### config.mk
export PLATFORM = sky130hd
export DESIGN_NAME = ubr_receiver
export DESIGN_NICKNAME = d
export VERILOG_FILES = /design/src/hw/ubr_pkg.sv /design/src/hw/ubr_receiver.sv
export SDC_FILE = /design/constraint.sdc
export NUM_CORES = 1
export LEC_CHECK = 0
export BUFFER_PORTS_ARGS = -buffer_cell sky130_fd_sc_hd__buf_4
export CAP_MARGIN = 5
export CORE_ASPECT_RATIO = 1.75
export CORE_MARGIN = 2
export CORE_UTILIZATION = 58
export DETAILED_ROUTE_END_ITERATION = 8
export PLACE_DENSITY = 0.89
export SKIP_CTS_REPAIR_TIMING = 1
export SYNTH_ARGS = -nofsm -noshare
export SYNTH_HDL_FRONTEND = slang
export SYNTH_SLANG_ARGS = --single-unit
### constraint.sdc
create_clock -name CLK_I -period 3.2 [get_ports CLK_I]
set_input_delay 0.48 -clock CLK_I [delete_from_list [all_inputs] [get_ports CLK_I]]
set_output_delay 0.48 -clock CLK_I [all_outputs]
set_load 0.05 [all_outputs]
### src/hw/ubr_pkg.sv
// Purpose: Shared constants for the serial receiver with baud generator.
// Assumes: Classic Wishbone slave, 32-bit data, one aligned word each.
// Notes:   Registers are 8 bits wide in the low byte of each word.
package ubr_pkg;

   // ---------------------------------------------------------------
   // Register byte offsets
   // ---------------------------------------------------------------
   localparam logic [7:0] OFF_BAUD_CTL  = 8'h00; // baud_control
   localparam logic [7:0] OFF_RX_STAT   = 8'h04; // receive_status_control
   localparam logic [7:0] OFF_DIV_LOW   = 8'h08; // baud_divisor_low
   localparam logic [7:0] OFF_DIV_HIGH  = 8'h0c; // baud_divisor_high
   localparam logic [7:0] OFF_TX_STAT   = 8'h10; // transmit_status_control
   localparam logic [7:0] OFF_RX_DATA   = 8'h14; // receive_data_register
   localparam logic [7:0] OFF_IRQ_STAT  = 8'h18; // Sticky events, read only
   localparam logic [7:0] OFF_IRQ_CLR   = 8'h1c; // Write one to clear
   localparam logic [7:0] OFF_IRQ_EN    = 8'h20; // Event enables

   // ---------------------------------------------------------------
   // Field positions
   // ---------------------------------------------------------------
   // baud_control
   localparam int BC_IDLE      = 6;  // receive_idle_status, read only
   localparam int BC_WIDE      = 3;  // wide_divisor_select
   // receive_status_control
   localparam int RS_PORT_EN   = 7;  // port_enable
   localparam int RS_NINE      = 6;  // nine_bit_receive_select
   localparam int RS_CONT_EN   = 4;  // continuous_receive_enable
   localparam int RS_ADDR_DET  = 3;  // address_detect_enable
   localparam int RS_FRAME     = 2;  // framing_error_flag, read only
   localparam int RS_OVERRUN   = 1;  // overrun_error_flag, read only
   localparam int RS_NINTH     = 0;  // received_ninth_bit, read only
   // transmit_status_control
   localparam int TS_SYNC      = 4;  // Synchronous select
   localparam int TS_HIGH      = 2;  // high_speed_select
   localparam int TS_EMPTY     = 1;  // Transmit shift empty, read only
   // Interrupt status, clear and enable
   localparam int IRQ_RX       = 0;  // receive_flag / enable
   localparam int IRQ_OVR      = 1;  // Overrun event
   localparam int IRQ_FRM      = 2;  // Framing error event

   // ---------------------------------------------------------------
   // Writable masks and reset values
   // ---------------------------------------------------------------
   localparam logic [7:0] BC_WR_MASK  = 8'h1b;
   localparam logic [7:0] RS_WR_MASK  = 8'hf8;
   localparam logic [7:0] TS_WR_MASK  = 8'hfd;
   localparam logic [7:0] BC_RESET    = 8'h00; // 8-bit divisor after reset
   localparam logic [7:0] RS_RESET    = 8'h00;
   localparam logic [7:0] TS_RESET    = 8'h00;
   localparam logic [7:0] DIV_RESET   = 8'h00;
   localparam logic [2:0] IRQ_RESET   = 3'h0;

   // ---------------------------------------------------------------
   // Baud timing
   // ---------------------------------------------------------------
   localparam logic [1:0] PRE_SLOW    = 2'h3; // Extra divide by 4
   localparam logic [1:0] PRE_NONE    = 2'h0;
   localparam logic [3:0] OS_FULL     = 4'hf; // 16 samples per bit, last
   localparam logic [3:0] OS_QUART    = 4'h3; // 4 samples per bit, last
   localparam logic [3:0] BITS_EIGHT  = 4'h7; // Last data bit index
   localparam logic [3:0] BITS_NINE   = 4'h8;

   // Receiver states
   typedef enum logic [1:0] {
      RX_IDLE, RX_START, RX_DATA, RX_STOP
   } ubr_rx_state_type;

endpackage : ubr_pkg

### src/hw/ubr_receiver.sv
// Purpose: Asynchronous serial receiver with address detect and baud timer.
// Assumes: Classic Wishbone slave; receive line synchronous to CLK_I.
// Notes:   Two-entry receive buffer; ack one cycle after request seen.
//
// The register offsets and the Wishbone interface to the registers are this design's own decisions.
`timescale 1ns/1ps

module ubr_receiver
   import ubr_pkg::*;
(
   // Clock, reset and enable
   input  wire logic        CLK_I,
   input  wire logic        SYS_RST_I,
   input  wire logic        CE_I,
   // Wishbone slave
   input  wire logic        CYC_I,
   input  wire logic        STB_I,
   input  wire logic        WE_I,
   input  wire logic [7:0]  ADR_I,
   input  wire logic [3:0]  SEL_I,
   input  wire logic [31:0] DAT_I,
   output logic      [31:0] DAT_O,
   output logic             ACK_O,
   // Serial line and events
   input  wire logic        RX_I,
   output logic             BAUD_TICK_O,
   output logic             INT_O
);

   // ---------------------------------------------------------------
   // Declarations
   // ---------------------------------------------------------------
   logic [7:0]        bc_r, rs_r, ts_r, div_lo_r, div_hi_r;
   logic              ovr_r, ovr_nxt;
   logic [2:0]        irq_stat_r, irq_stat_nxt, irq_en_r;
   logic              ack_r, int_r, tick_out_r;
   logic [31:0]       dat_r;
   logic [15:0]       tmr_r, tmr_nxt;
   logic [1:0]        pre_r, pre_nxt;
   ubr_rx_state_type  st_r, st_nxt;
   logic [3:0]        smp_r, smp_nxt;
   logic [3:0]        bit_r, bit_nxt;
   logic [8:0]        sh_r, sh_nxt;
   logic              rx_r;
   logic [9:0]        buf_r [2];
   logic              wp_r, rp_r;
   logic [1:0]        cnt_r, cnt_nxt;

   // ---------------------------------------------------------------
   // Bus decode
   // ---------------------------------------------------------------
   wire        req      = CYC_I & STB_I;
   wire        acc      = req & ack_r;            // Takes effect at ack edge
   wire        wr_lane  = acc & WE_I & SEL_I[0];
   wire        rd_acc   = acc & ~WE_I;
   wire [7:0]  wd       = DAT_I[7:0];
   wire        wr_bc    = wr_lane & (ADR_I == OFF_BAUD_CTL);
   wire        wr_rs    = wr_lane & (ADR_I == OFF_RX_STAT);
   wire        wr_lo    = wr_lane & (ADR_I == OFF_DIV_LOW);
   wire        wr_hi    = wr_lane & (ADR_I == OFF_DIV_HIGH);
   wire        wr_ts    = wr_lane & (ADR_I == OFF_TX_STAT);
   wire        wr_clr   = wr_lane & (ADR_I == OFF_IRQ_CLR);
   wire        wr_en    = wr_lane & (ADR_I == OFF_IRQ_EN);
   wire        rd_data  = rd_acc & (ADR_I == OFF_RX_DATA);

   // Masked field update for partly read-only registers
   function automatic logic [7:0] merge(input logic [7:0] old,
                                        input logic [7:0] val,
                                        input logic [7:0] mask);
      merge = (old & ~mask) | (val & mask);
   endfunction : merge

   // ---------------------------------------------------------------
   // Mode decode
   // ---------------------------------------------------------------
   wire        wide     = bc_r[BC_WIDE];
   wire        sync_md  = ts_r[TS_SYNC];
   wire        fast     = ts_r[TS_HIGH] & ~sync_md;
   wire        port_on  = rs_r[RS_PORT_EN];
   wire        cont_on  = rs_r[RS_CONT_EN];
   wire        nine     = rs_r[RS_NINE];
   wire        addr_det = rs_r[RS_ADDR_DET] & nine;
   // Receiver runs only as an enabled asynchronous port
   wire        rx_en    = port_on & ~sync_md & cont_on;
   wire        rx_go    = rx_en & ~ovr_r;

   // Divisor: low byte only until wide mode is selected
   wire [15:0] div_n    = wide ? {div_hi_r, div_lo_r}
                               : {8'h00, div_lo_r};

   // Multiplier 64/16/16/4 async, 4 sync, split into a prescale
   // and oversampling count; slow 8-bit async needs the extra /4.
   wire        slow     = ~wide & ~fast & ~sync_md;
   wire        quart    = sync_md | (wide & fast);
   wire [1:0]  pre_max  = slow ? PRE_SLOW : PRE_NONE;
   wire [3:0]  os_max   = quart ? OS_QUART : OS_FULL;
   wire [3:0]  os_half  = {1'b0, os_max[3:1]};

   // ---------------------------------------------------------------
   // Free-running baud timer
   // ---------------------------------------------------------------
   wire        tmr_wrap = (tmr_r == div_n);
   wire        tick     = tmr_wrap & (pre_r == pre_max);

   // Divisor writes restart the period at once, not after a wrap
   always_comb begin
      tmr_nxt = tmr_wrap ? 16'h0000 : tmr_r + 16'h0001;
      pre_nxt = tmr_wrap ? ((pre_r == pre_max) ? 2'h0 : pre_r + 2'h1)
                         : pre_r;
      if (wr_lo | wr_hi) begin
         tmr_nxt = 16'h0000;
         pre_nxt = 2'h0;
      end
   end

   // ---------------------------------------------------------------
   // Receiver frame sequencer
   // ---------------------------------------------------------------
   wire [3:0]  last_bit = nine ? BITS_NINE : BITS_EIGHT;
   wire        smp_end  = (smp_r == os_max);
   wire        stop_now = (st_r == RX_STOP) & tick & smp_end;
   // Eight-bit frames finish with data in the upper eight bits
   wire [8:0]  frame    = nine ? sh_r : {1'b0, sh_r[8:1]};
   wire        frame_er = ~rx_r;
   // Address detect drops characters whose ninth bit is zero
   wire        keep     = ~addr_det | frame[8];
   wire        full     = (cnt_r == 2'h2);
   wire        push     = stop_now & keep & ~full;
   wire        ovr_ev   = stop_now & keep & full;
   wire        frm_ev   = push & frame_er;
   wire        pop      = rd_data & (cnt_r != 2'h0);

   // Next state; mid-bit sampling via oversample counter
   always_comb begin
      st_nxt  = st_r;
      smp_nxt = smp_r;
      bit_nxt = bit_r;
      sh_nxt  = sh_r;
      case (st_r)
         RX_IDLE: begin
            smp_nxt = 4'h0;
            bit_nxt = 4'h0;
            if (rx_go & ~rx_r) begin
               st_nxt = RX_START;
            end
         end
         RX_START: begin
            if (tick) begin
               smp_nxt = smp_r + 4'h1;
               if (smp_r == os_half) begin
                  smp_nxt = 4'h0;
                  // A high line at mid start bit was a glitch
                  st_nxt  = rx_r ? RX_IDLE : RX_DATA;
               end
            end
         end
         RX_DATA: begin
            if (tick) begin
               smp_nxt = smp_r + 4'h1;
               if (smp_end) begin
                  smp_nxt = 4'h0;
                  sh_nxt  = {rx_r, sh_r[8:1]};           // LSB first
                  bit_nxt = bit_r + 4'h1;
                  if (bit_r == last_bit) begin
                     st_nxt = RX_STOP;
                  end
               end
            end
         end
         RX_STOP: begin
            if (tick) begin
               smp_nxt = smp_r + 4'h1;
               if (smp_end) begin
                  st_nxt = RX_IDLE;
               end
            end
         end
         default: begin
            st_nxt = RX_IDLE;
         end
      endcase
      // Disabling reception abandons a partial character
      if (!rx_go) begin
         st_nxt = RX_IDLE;
      end
   end

   // ---------------------------------------------------------------
   // Buffer count and error / event flags
   // ---------------------------------------------------------------
   always_comb begin
      cnt_nxt = cnt_r;
      if (push & ~pop) begin
         cnt_nxt = cnt_r + 2'h1;
      end else if (pop & ~push) begin
         cnt_nxt = cnt_r - 2'h1;
      end
   end

   // Overrun holds until receive enable drops; a new overrun wins
   wire cont_clr = wr_rs & ~wd[RS_CONT_EN];
   assign ovr_nxt = ovr_ev | (ovr_r & ~cont_clr);

   // Sticky events; a set in the clearing cycle survives
   wire [2:0] irq_set = {frm_ev, ovr_ev, push};
   wire [2:0] irq_clr = wr_clr ? wd[2:0] : 3'h0;
   assign irq_stat_nxt = irq_set | (irq_stat_r & ~irq_clr);

   // ---------------------------------------------------------------
   // Read data selection
   // ---------------------------------------------------------------
   wire [9:0] head     = buf_r[rp_r];
   wire       idle_bit = (st_r == RX_IDLE);
   wire [7:0] bc_rd    = {1'b0, idle_bit, bc_r[5:0]};
   // Error and ninth bit follow the oldest buffered character
   wire [7:0] rs_rd    = {rs_r[7:3], head[9], ovr_r, head[8]};
   wire [7:0] ts_rd    = {ts_r[7:2], 1'b1, ts_r[0]};     // No transmitter
   wire [7:0] rd_byte  =
      (ADR_I == OFF_BAUD_CTL) ? bc_rd :
      (ADR_I == OFF_RX_STAT)  ? rs_rd :
      (ADR_I == OFF_DIV_LOW)  ? div_lo_r :
      (ADR_I == OFF_DIV_HIGH) ? div_hi_r :
      (ADR_I == OFF_TX_STAT)  ? ts_rd :
      (ADR_I == OFF_RX_DATA)  ? head[7:0] :
      (ADR_I == OFF_IRQ_STAT) ? {5'h00, irq_stat_r} :
      (ADR_I == OFF_IRQ_EN)   ? {5'h00, irq_en_r} :
                                8'h00;                   // Unmapped: zero

   // ---------------------------------------------------------------
   // Bus handshake and read data
   // ---------------------------------------------------------------
   always_ff @(posedge CLK_I) begin
      if (SYS_RST_I) begin
         ack_r <= 1'b0;
         dat_r <= 32'h0000_0000;
      end else if (CE_I) begin
         ack_r <= req & ~ack_r;
         dat_r <= {24'h00_0000, rd_byte};
      end
   end

   // ---------------------------------------------------------------
   // Software registers
   // ---------------------------------------------------------------
   always_ff @(posedge CLK_I) begin
      if (SYS_RST_I) begin
         bc_r     <= BC_RESET;
         rs_r     <= RS_RESET;
         ts_r     <= TS_RESET;
         div_lo_r <= DIV_RESET;
         div_hi_r <= DIV_RESET;
         irq_en_r <= IRQ_RESET;
      end else if (CE_I) begin
         if (wr_bc) bc_r <= merge(bc_r, wd, BC_WR_MASK);
         if (wr_rs) rs_r <= merge(rs_r, wd, RS_WR_MASK);
         if (wr_ts) ts_r <= merge(ts_r, wd, TS_WR_MASK);
         if (wr_lo) div_lo_r <= wd;
         if (wr_hi) div_hi_r <= wd;
         if (wr_en) irq_en_r <= wd[2:0];
      end
   end

   // ---------------------------------------------------------------
   // Flags and interrupt output
   // ---------------------------------------------------------------
   always_ff @(posedge CLK_I) begin
      if (SYS_RST_I) begin
         ovr_r      <= 1'b0;
         irq_stat_r <= IRQ_RESET;
         int_r      <= 1'b0;
      end else if (CE_I) begin
         ovr_r      <= ovr_nxt;
         irq_stat_r <= irq_stat_nxt;
         int_r      <= |(irq_stat_nxt & irq_en_r);
      end
   end

   // ---------------------------------------------------------------
   // Baud timer registers
   // ---------------------------------------------------------------
   always_ff @(posedge CLK_I) begin
      if (SYS_RST_I) begin
         tmr_r      <= 16'h0000;
         pre_r      <= 2'h0;
         tick_out_r <= 1'b0;
      end else if (CE_I) begin
         tmr_r      <= tmr_nxt;
         pre_r      <= pre_nxt;
         tick_out_r <= tick & ~(wr_lo | wr_hi);
      end
   end

   // ---------------------------------------------------------------
   // Receiver registers
   // ---------------------------------------------------------------
   always_ff @(posedge CLK_I) begin
      if (SYS_RST_I) begin
         st_r  <= RX_IDLE;
         smp_r <= 4'h0;
         bit_r <= 4'h0;
         sh_r  <= 9'h000;
         rx_r  <= 1'b1;                                  // Line idles high
      end else if (CE_I) begin
         st_r  <= st_nxt;
         smp_r <= smp_nxt;
         bit_r <= bit_nxt;
         sh_r  <= sh_nxt;
         rx_r  <= RX_I;
      end
   end

   // ---------------------------------------------------------------
   // Two-entry receive buffer, oldest first
   // ---------------------------------------------------------------
   // Two entries give software two character times to service a flag
   always_ff @(posedge CLK_I) begin
      if (SYS_RST_I) begin
         buf_r[0] <= 10'h000;
         buf_r[1] <= 10'h000;
         wp_r     <= 1'b0;
         rp_r     <= 1'b0;
         cnt_r    <= 2'h0;
      end else if (CE_I) begin
         if (push) begin
            buf_r[wp_r] <= {frame_er, frame};
            wp_r        <= ~wp_r;
         end
         if (pop) begin
            rp_r <= ~rp_r;
         end
         cnt_r <= cnt_nxt;
      end
   end

   // ---------------------------------------------------------------
   // Outputs
   // ---------------------------------------------------------------
   assign DAT_O       = dat_r;
   assign ACK_O       = ack_r;
   assign INT_O       = int_r;
   assign BAUD_TICK_O = tick_out_r;

endmodule : ubr_receiver

==> results of run 1 <==
==> cell families (layout without fill, tap and decap cells) <==
logic type | Yosys count | after routing
flops | 113 | 113
mux | 50 | 50
compound gates | 134 | 134
fa+ha+maj | 4 | 4
other cells | 1 | 24
buf+inv | 77 | 102
xor+xnor | 32 | 32
simple gates | 281 | 281
==> flip-flops by register name, summed over array words and instances, names as in the netlist, 4 cells and up, named ones only <==
signal	flops
buf_r	20
tmr_r	16
sh_r	9
DAT_O	8
div_hi_r	8
div_lo_r	8
ts_r	7
rs_r	5
bc_r	4
bit_r	4
smp_r	4
==> power groups by stage <==
stage	Combinational, uW	Sequential, uW	Clock, uW
6_report	239	1480	1950
5_1_grt	251	1480	2010
3_3_place_gp	225	1510	0
2_1_floorplan	171	1520	0
3_5_place_dp	230	1510	0
4_1_cts	233	1480	1940
==> critical path, cell delays in order, from the launching register on <==
cell and delay, ns:
dfxtp_1 0.41, buf_4 0.21, a21oi_1 0.29, mux2i_2 0.34, and2_1 0.21, nand3b_1 0.24, nor3_1 0.39, ha_1 0.32
nor2_1 0.20, nand2_1 0.11, xor2_1 0.18, nor2_1 0.05
==> how the worst max path moves through the flow <==
| stage | startpoint | endpoint | slack [ns] | depth (start not counted) |
|---|---|---|---|---|
| floorplan | bc_r[3] | buf_r[1][0] | 0.28 | 9 |
| global placement | bc_r[3] | buf_r[0][7] | 0.28 | 7 |
| detailed placement | bc_r[3] | buf_r[0][6] | 0.23 | 7 |
| CTS | bc_r[3] | buf_r[0][8] | 0.13 | 8 |
| global route | bc_r[3] | cnt_r[1] | -0.002 | 11 |
| finish | bc_r[3] | cnt_r[1] | 0.13 | 11 |
==> per-stage QoR <==
| step | setup WS, ns | utilization [%] | hold WS [ns] | TNS (ns) | cell area (um^2) |
|---|---|---|---|---|---|
| after CTS | 0.128 | 67.8 | 0.282 | 0 | 6900 |
| after floorplan | 0.281 | - | 0.445 | 0 | 6060 |
| after global routing | -0.00230 | 67.9 | 0.285 | -0.00230 | 6910 |
| after global placement | 0.281 | 61.9 | 0.457 | 0 | 6300 |
| after detailed placement | 0.234 | 61.9 | 0.463 | 0 | 6300 |
| final | 0.130 | 67.9 | 0.277 | 0 | 6910 |
==> synth_stat cells, types with 5 or more instances <==
library cell  instances  share of area [%]
and3_1                5               0.52
dfxtp_1              93                 31
a211oi_1              7               0.88
edfxtp_1             20                 10
clkbuf_1             31                1.9
nand2_1              69                4.3
a2bb2oi_1             5               0.73
o21ai_0              23                1.9
nand4_1              11                1.2
nor2_1               71                4.5
inv_1                13               0.82
nor4_1                6               0.63
xnor2_1              13                1.9
or3_1                 5               0.52
mux2i_1              46                7.7
buf_4                25                3.1
xor2_1               19                2.8
nor3_1               28                2.3
or4_1                 5               0.63
nand3_1              49                4.1
a21oi_1              51                4.3
o22ai_1               7               0.73
==> placed cells by master (no fill, tap or decap), types with 23 or more instances in the layout <==
master | synthesis | routed
o21ai_0 | 23 | 23
nand2_1 | 69 | 67
mux2i_1 | 46 | 45
buf_4 | 25 | 57
a21oi_1 | 51 | 51
nand3_1 | 49 | 49
conb_1 | 1 | 24
nor3_1 | 28 | 27
nor2_1 | 71 | 71
dfxtp_1 | 93 | 93
==> metal layers <==
| layer | GRT usage [%] | vias up | part of all wire, % |
|---|---|---|---|
| met2 | 55.5 | 414 | 51 |
| met1 | 33.6 | 2710 | 32 |
| li1 | - | 2538 | - |
| met5 | 0 | - | 0 |
| met4 | 26.4 | 0 | 9.2 |
| met3 | 9.79 | 148 | 7.9 |
==> final cells by class <==
class	instances	share of cell area [%]
Tap cell	127	2.30
Multi-Input combinational cell	525	46.5
Clock inverter	13	2.43
Clock buffer	19	6.26
Timing Repair Buffer	57	6.19
Sequential cell	113	35.6
Inverter	13	0.706
==> impl_summary.md, run 1 <==
STA
The final setup violation count is 0. The hold violation total from the final report is 0. The number of pins exceeding their max-slew limit in the final report came to 0. The worst relative slew slack is a little over two fifths. For the pin with the worst max-slew slack, the measured transition is about 0.85 ns. The clock arrives with slightly above 0.01 ns of skew. Derived from the worst setup path, the maximum achievable clock frequency is around 330 MHz. The post-route fraction of the period consumed by the critical path is approximately 96%. The final critical-path required period is about 3.1 ns.

GRT
The total routing resource utilization after global routing is ~33%. The total overflow reported by the global router is 0. The number of antenna violations at the first check in global routing came to 0. Entering global routing, the biggest net connects 53 pins. The global-route wire length before repair is ~29000 um. The number of global-route vias before repair is 5860.

Worst setup path
The worst setup path is launched from a register. The end of the worst register-to-register path is cnt_r[1]. The worst register-to-register path has a depth of 11. The source of the worst register-to-register timing path is bc_r[3].

STA puts the critical path data required time at 3.50 ns. At the worst endpoint, the arrival time is 3.37 ns. STA classifies the critical path endpoint as a register. The reg-to-reg setup timing slack is between 0.1 and 0.15 ns. In this run the worst path has a maximum fanout of 10. The category of the critical setup timing path is reg2reg.

Final layout
The finished layout holds about 870 standard cells, fillers aside. The fill cell instance count of the final layout is 732. The final layout net count is 782. Of the cells placed in the final design, the portion with a size suffix greater than 1 is between 10 and 15%. The area occupied by registers is 2460 um^2.

In the final layout, the multi-input gates occupy approximately 3200 um^2. Compared with the post-synthesis result, the final layout area differs by 15.6%. The number of antenna diodes in the final layout is 0.

Routing
In the routed layout, each cell is associated on average with a via count of ~6.7. The number of vias in the routed layout is 5810. The pre-antenna-repair detailed-routing pass consisted of 8 iterations.

The number of nets with antenna violations after detailed routing is 0. After detailed routing, the number of remaining DRC violations is 0. After the first detailed-routing iteration, the DRC count stood at 696.

The post-detailed-route wirelength per cell is slightly above 20 um. The final routed wirelength across all metal layers is around 18000 um.

Synth
For this run, the number of Yosys warnings is 0. The cell area after synthesis is around 6000 um^2. The synthesized design contains 113 register bits. The adder and majority cell fraction of the synthesized area is less than 1%. Summing the areas of all xor and xnor instances in the mapped netlist gives 4.69% of the synthesized area. Counting flops with a built-in enable in the synthesized netlist gives 20. The share of flip-flops with an asynchronous set or reset after synthesis is 0%. The synthesized area divided by synthesized cell count is 8.64 um^2. The share of the yosys chip area belonging to registers is between 40% and 50%.

In this run, distinct cell masters in the synthesized netlist total 67. The synthesized netlist devotes 14.2% of its cell area to compound gates. Of the total synthesized cell area, the portion taken by AND, OR, NAND and NOR gates is 23.7%. By area, the combinational part of the netlist is dominated by simple AND/OR/NAND/NOR gates. The fraction of synthesized area in multiplexers is 8.50%.

The gate count after technology mapping is slightly below 700. The leading register cell type out of synthesis is dfxtp_1.

CTS
CTS placed an instance of clkbuf_16 at the clock tree root. The number of H-tree branching levels is 4. TritonCTS built the clock tree. In this run the deepest clock path goes through 2 buffers. The number of sinks on the clock net is 113.

Clock-pin slew was measured on the worst setup and hold paths at approximately 0.05 ns. Buffers inserted during clock tree synthesis total 17. For the worst-skew pair, the clock arrives at the later sink with an insertion delay of between 0.4 and 0.5 ns.

Power
The overall power of the completed layout is ~3700 uW. Power spread over the standard cell area amounts to ~530 nW/um^2. For this design the total switching power over the nets is ~860 uW.

The portion of total power attributed to combinational logic is under 10%. Sequential cells account for 40.4% of the total power. The internal power of the cells is 2810 uW. In this run, the clock network consumes 53.1% of the power.

The static leakage power is 0.00248 uW. The worst IR drop on VDD is about 0.00045 V. The switching part of the total is roughly a quarter.

Floorplanning
During I/O placement, the number of pins put on the boundary was 86. The initialized floorplan defines ~50 standard-cell rows. In this run the vertical extent of the chip is between 100 and 150 um. The die covers 11200 um^2. From left edge to right edge, the die measures between 80 and 90 um.

The area inside the core boundary is between 10000 and 15000 um^2. Once the floorplan was initialized, standard cells occupied 58.7% of the core.

Outcome
The flow ran to the end, and the final reports show no timing, DRC or antenna violations.

Placement
The number of placed instances, taps included is 835. The number of input and output port buffers inserted is 34. The congestion estimate from routability-driven global placement came to ~0.98.

The detailed placer's ending HPWL is between 10000 and 15000 um.

Hold path
In this run the most critical hold path is launched from RX_I. The worst hold path was traced through 3 stages. In this run the worst hold path is classified as in2reg. The worst hold path terminates at rx_r.

Run
Max-cap violations in this run came to 0.
No activity file was read; power rests on OpenSTA's default activity.
==> inputs of run 2 (changes only) <==
REMOVE_ABC_BUFFERS = 1   (was not set)
==> impl_summary.md, run 2 (synthesized netlist as in run 1, its figures left out) <==
Routing
The violation count after the first detailed-routing iteration is 602 (was 696). The post-detailed-route wirelength per cell is 19.4 um (was 20.5 um). The number of nets with antenna violations after detailed routing is 0 (unchanged). The vias per cell is 6.42 (was 6.70). The number of vias in the routed layout was 5546 (was 5810). The top layer reached by signal wires is met4 (unchanged).

The met3 wirelength from detailed routing is 1080 um (was 1410 um). The number of search-and-repair iterations in the first detailed-routing pass is 6 (was 8). The final routed wirelength across all metal layers was 16800 um (was 17800 um).

The DRC violation count after routing came to 0 (unchanged). The post-route met1 wirelength is 5750 um (was 5760 um). The met2 layer wire length in the routed design was 8730 um (was 8990 um).

Final layout
The final layout net count is 779 (was 782). The area overhead of the layout relative to synthesis is 15.7% (was 15.6%). The largest register by flop count is buf_r (unchanged).

Highest-count cells in the layout ignoring fill and taps: dfxtp_1 (92), nor2_1 (71), nand2_1 (68), buf_4 (54), a21oi_1 (51) (was dfxtp_1 (93), nor2_1 (71), nand2_1 (67), buf_4 (57), a21oi_1 (51)). The fraction of final layout cells with drive strength greater than 1 is 13.6% (was 13.5%). The fill cell instance count of the final layout was 753 (was 732). Top flop regs: buf_r (20), tmr_r (16), sh_r (9) (unchanged). The post-layout utilization of the core is 67.9% (about the same). The commonest non-fill, non-tap cell in the layout is dfxtp_1 (unchanged). The number of antenna cells inserted came to 0 (unchanged).

The number of flip-flops in the largest register is 20 (unchanged).

Worst setup path
The kind of launch point of the worst setup path is a register (unchanged). The arrival time at the worst endpoint is 3.23 ns (was 3.37 ns). The category of the critical setup timing path is reg2reg (unchanged). The kind of end point of the critical path is a register (unchanged).

The worst path required time is 3.47 ns (was 3.50 ns). The biggest fanout along the worst timing path came to 11 (was 10).

Power
The switching part of the total is 24.3% (was 23.3%). The overall power of the completed layout is 3750 uW (was 3670 uW). The portion of total power attributed to combinational logic is 6.4% (was 6.5%).

The net switching power is 908 uW (was 857 uW). The share of power burned in the clock network is 54.1% (was 53.1%). The static leakage power is 0.00248 uW (about the same).

The proportion of power drawn by flip-flops and latches is 39.5% (was 40.4%). The power density of the placed cells is 542 nW/um^2 (was 531 nW/um^2). The worst IR drop on VDD is 0.000430 V (was 0.000446 V).

The internal power of the cells was 2840 uW (was 2810 uW).

STA
The measured slew at the worst slew-check pin was 0.906 ns (was 0.847 ns). The maximum clock rate is 338 MHz (was 326 MHz). The setup clock skew after layout came to 0.00605 ns (was 0.0104 ns). The hold violation total from the final report is 0 (unchanged). The setup TNS after final layout is 0 ns (unchanged). The number of pins exceeding their max-slew limit in the final report is 0 (unchanged). The final critical-path required period is 2.96 ns (was 3.07 ns). The worst relative slew slack is 39.0% (was 43.0%). The post-route fraction of the period consumed by the critical path came to 92.6% (was 95.9%). The final setup violation count is 0 (unchanged). Setup repair after global routing left no endpoint under its margin.

Floorplanning
The number of placed I/O pins is 86 (unchanged). The area inside the core boundary is 10200 um^2 (unchanged). The die extent in y was 138 um (unchanged).

The number of core rows is 49 (unchanged). The die width is 80.7 um (unchanged). The effective utilization at floorplan is 58.7% (unchanged).

The die outline area is 11200 um^2 (unchanged).

GRT
The global-route wire length before repair is 27000 um (was 28600 um). The number of antenna violations at the first check in global routing was 0 (unchanged). The total overflow reported by the global router came to 0 (unchanged). The maximum number of pins on one net before global-route repair is 51 (was 53). The number of global-route vias before repair was 5541 (was 5860). The total routing resource utilization after global routing came to 31.3% (was 33.4%).

CTS
The number of buffers created by CTS is 17 (unchanged). The number of sinks on the clock net is 113 (unchanged). The clock root buffer master is clkbuf_16 (unchanged).

The worst-skew pair later-pin latency is 0.42 ns (about the same). The CTS tree is yes (unchanged). The number of H-tree branching levels was 4 (unchanged).

The clock-pin transition on the worst setup and hold timing paths is 0.06 ns (was 0.05 ns). The worst-case clock buffer depth is 2 (unchanged).

Placement
The detailed placer's ending HPWL was 11500 um (was 11900 um). The placer's final routability congestion estimate is 0.957 (was 0.981). The number of input and output port buffers inserted came to 34 (unchanged).

Hold path
The class of the most critical hold timing path is in2reg (unchanged).

Run
The total of max-cap violations is 0 (unchanged).

Outcome
Outcome: completed (unchanged).
[run 2: changes by cell type in the layout (fill, tap and decap cells not counted), sizes merged]
cell      delta
inv          +2
clkbuf       -2
clkinvlp     +1
buf          -3
clkinv       -1
[run 2: worst paths after layout]
kind	to	cells after the start	startpoint	slack, ns
setup / recovery	buf_r[0][0]	7	tmr_r[2]	0.24
hold / removal	rx_r	3	RX_I	0.29
setup reg to reg	buf_r[0][0]	7	tmr_r[2]	0.24
hold reg to reg	DAT_O[3]	2	DAT_O[3]	0.47
[run 2: layer usage]
metal	global-route usage [%]	vias up
li1	-	2522
met1	32.0	2596
met2	53.9	323
met3	6.92	105
met4	23.3	0
met5	0	-
[run 2: per-stage QoR]
stage,setup slack (ns),cells,instance area (um^2),hold WS [ns]
after floorplan,0.215,651,5710,0.439
after global placement,0.160,832,6280,0.450
after detailed placement,0.117,832,6280,0.459
after CTS,0.0905,864,6910,0.275
after global routing,0.0381,864,6920,0.308
final,0.238,864,6920,0.286
[run 2: area by class of cell]
cell class	count	area (um^2)	area share, %
clock buffer	17	425	6.15
tap	127	159	2.30
multi-input combinational	525	3200	46.3
inverter	13	48.8	0.706
timing repair buffer	54	405	5.86
sequential	113	2460	35.6
clock inverter	15	210	3.04
[run 2: worst max-delay path, cell delays in order (launching register included)]
cell	delay [ns]
dfxtp_1	0.36
xor2_1	0.21
nor4_4	0.38
o211ai_1	0.26
or4_1	0.58
buf_4	0.23
or4_1	0.61
nor2_1	0.18
[run 2: power by group through the flow]
stage	Sequential (uW)	Combinational [uW]	Clock, uW
floorplan	1520	121	0
global placement	1510	230	0
detailed placement	1510	233	0
CTS	1480	234	2030
global route	1480	252	2090
finish	1480	240	2020
==> inputs of run 3 (changes only) <==
CORE_UTILIZATION = 55   (was 58)
PLACE_DENSITY = 0.85   (was 0.89)
==> impl_summary.md, run 3 (synthesized netlist as in run 1, its figures left out) <==
Floorplanning
The effective utilization at floorplan is 56.2% (was 58.7%). The number of placed I/O pins is 86 (unchanged). The area inside the core boundary is 10600 um^2 (was 10200 um^2). The die outline area was 11800 um^2 (was 11200 um^2). The number of core rows is 50 (was 49).

The die width came to 82.8 um (was 80.7 um). The die extent in y is 142 um (was 138 um).

Worst setup path
The buffers plus inverters on the worst setup path was 1 (unchanged). The category of the critical setup timing path is reg2reg (unchanged). The arrival time at the worst endpoint is 3.05 ns (was 3.23 ns).

The worst path required time is 3.27 ns (was 3.47 ns). The biggest fanout along the worst timing path is 14 (was 11). The delay of the slowest cell on the worst path is 0.51 ns (was 0.61 ns). The end of the worst register-to-register path is buf_r[0][1] (was buf_r[0][0]). Cell-by-cell listing of the critical path: xor2_1 -> nor4_4 -> o211ai_1 -> or4_1 -> buf_4 -> or3_1 -> nand2_1 (was xor2_1 -> nor4_4 -> o211ai_1 -> or4_1 -> buf_4 -> or4_1 -> nor2_1).

The kind of cell adding the most delay to the critical path is simple AND/OR/NAND/NOR gates (unchanged). The reg-to-reg setup timing slack was 0.22 ns (was 0.24 ns). The critical path's slowest cell was or4_1 (unchanged). The cell depth of the worst setup path is 7 (unchanged).

The kind of end point of the critical path is a register (unchanged). The source of the worst register-to-register timing path is tmr_r[2] (unchanged). The number of cell instances on the worst register-to-register path came to 7 (unchanged).

The kind of launch point of the worst setup path is a register (unchanged). The startpoint of the most critical setup path is tmr_r[2] (unchanged).

Power
The power density of the placed cells was 525 nW/um^2 (was 542 nW/um^2). The worst IR drop on VDD is 0.000461 V (was 0.000430 V). The static leakage power is 0.00246 uW (was 0.00248 uW).

GRT
The maximum number of pins on one net before global-route repair is 47 (was 51). The total routing resource utilization after global routing is 30.1% (was 31.3%). The number of antenna violations at the first check in global routing is 0 (unchanged). The total overflow reported by the global router was 0 (unchanged).

The global-route wire length before repair is 27900 um (was 27000 um). The number of global-route vias before repair was 5687 (was 5541).

Outcome
Outcome: completed (unchanged).

Final layout
The fraction of final layout cells with drive strength greater than 1 is 13.0% (was 13.6%). The number of flip-flops in the largest register is 20 (unchanged). The number of antenna cells inserted is 0 (unchanged). The largest register by flop count is buf_r (unchanged). The area overhead of the layout relative to synthesis is 14.9% (was 15.7%). Highest-count cells in the layout ignoring fill and taps: dfxtp_1 (92), nor2_1 (71), nand2_1 (69), buf_4 (54), a21oi_1 (51) (was dfxtp_1 (92), nor2_1 (71), nand2_1 (68), buf_4 (54), a21oi_1 (51)). The post-layout utilization of the core is 64.6% (was 67.9%). Top flop regs: buf_r (20), tmr_r (16), sh_r (9) (unchanged).

The commonest non-fill, non-tap cell in the layout is dfxtp_1 (unchanged). The final layout net count was 779 (unchanged).

Routing
The violation count after the first detailed-routing iteration came to 525 (was 602). The post-detailed-route wirelength per cell is 19.8 um (was 19.4 um). The DRC violation count after routing is 0 (unchanged).

The number of nets with antenna violations after detailed routing is 0 (unchanged). The number of search-and-repair iterations in the first detailed-routing pass is 5 (was 6). The vias per cell was 6.45 (was 6.42). The number of vias in the routed layout is 5595 (was 5546). The final routed wirelength across all metal layers came to 17200 um (was 16800 um).

STA
The worst relative slew slack is 45.8% (was 39.0%). The post-route fraction of the period consumed by the critical path was 93.0% (was 92.6%). The number of pins exceeding their max-slew limit in the final report came to 0 (unchanged). The final setup violation count is 0 (unchanged).

The final critical-path required period is 2.98 ns (was 2.96 ns). The worst hold slack after final layout came to 0.288 ns (was 0.286 ns). The maximum clock rate is 336 MHz (was 338 MHz). The setup clock skew after layout is 0.00648 ns (was 0.00605 ns). The measured slew at the worst slew-check pin is 0.805 ns (was 0.906 ns). The hold violation total from the final report is 0 (unchanged).

The setup TNS after final layout is 0 ns (unchanged). RSZ-0062 raised after global routing: no (unchanged).

Run
The total of max-cap violations was 0 (unchanged).

Hold path
The endpoint of the worst hold-timing path was rx_r (unchanged). The hold path startpoint was RX_I (unchanged). The cell count of the worst hold path came to 3 (unchanged).

The class of the most critical hold timing path is in2reg (unchanged).

CTS
The clock root buffer master was clkbuf_16 (unchanged). The CTS tree is yes (unchanged). The number of sinks on the clock net is 113 (unchanged). The number of H-tree branching levels was 4 (unchanged). The worst-skew pair later-pin latency is 0.42 ns (about the same). The worst-case clock buffer depth came to 2 (unchanged). The clock-pin transition on the worst setup and hold timing paths is 0.05 ns (was 0.06 ns).

The number of buffers created by CTS is 17 (unchanged).

Placement
The number of input and output port buffers inserted was 34 (unchanged). The placer's final routability congestion estimate is 0.982 (was 0.957). The detailed placer's ending HPWL is 12100 um (was 11500 um).
==> run 3: cell count changes in the layout (fill, tap and decap cells not counted), sizes merged <==
cell	before	now
clkinv	7	9
inv	15	13
clkinvlp	2	1
bufinv	4	3
clkbuf	17	19
==> run 3: cell type report <==
| class | instances | area (um^2) |
|---|---|---|
| Fill cell | 865 | 3760 |
| Tap cell | 130 | 163 |
| Multi-Input combinational cell | 525 | 3210 |
| Inverter | 13 | 48.8 |
| Clock buffer | 19 | 443 |
| Sequential cell | 113 | 2460 |
| Timing Repair Buffer | 54 | 405 |
| Clock inverter | 13 | 143 |
==> run 3: report_power, final <==
part           internal [uW]  leakage (uW)  switching (uW)  total (uW)
registers               1470      0.000941            12.8        1480
clock network           1230      0.000289             657        1880
logic                   59.8       0.00123             182         242
==> run 3: how the worst max path moves through the flow <==
| stage | end |
|---|---|
| finish | buf_r[0][1] |
| floorplan | buf_r[1][0] |
| global placement | buf_r[0][9] |
| detailed placement | buf_r[0][1] |
| global route | buf_r[1][2] |
| CTS | buf_r[0][1] |
==> run 3: stage by stage <==
step | worst slack (ns) | std cells | total power [uW] | area (um^2)
3_3_place_gp | 0.254 | 835 | 1740 | 6280
3_5_place_dp | 0.201 | 835 | 1740 | 6280
6_report | 0.224 | 867 | 3610 | 6870
2_1_floorplan | 0.215 | 651 | 1640 | 5710
4_1_cts | 0.140 | 867 | 3600 | 6870
5_1_grt | 0.117 | 867 | 3680 | 6870
==> run 3: worst reg2reg max path, cell delays in order (launching register included) <==
cell      delay (ns)
dfxtp_1         0.43
xor2_1          0.15
nor4_4          0.40
o211ai_1        0.24
or4_1           0.51
buf_4           0.21
or3_1           0.34
nand2_1         0.35
==> run 3: metal layers <==
metal / global-route usage, % / routed length (um) / vias up
met5: 0 / 0 / -
met4: 22.3 / 1240 / 0
met3: 7.68 / 1070 / 108
met2: 55.3 / 9180 / 303
met1: 28.3 / 5680 / 2660
li1: - / - / 2524
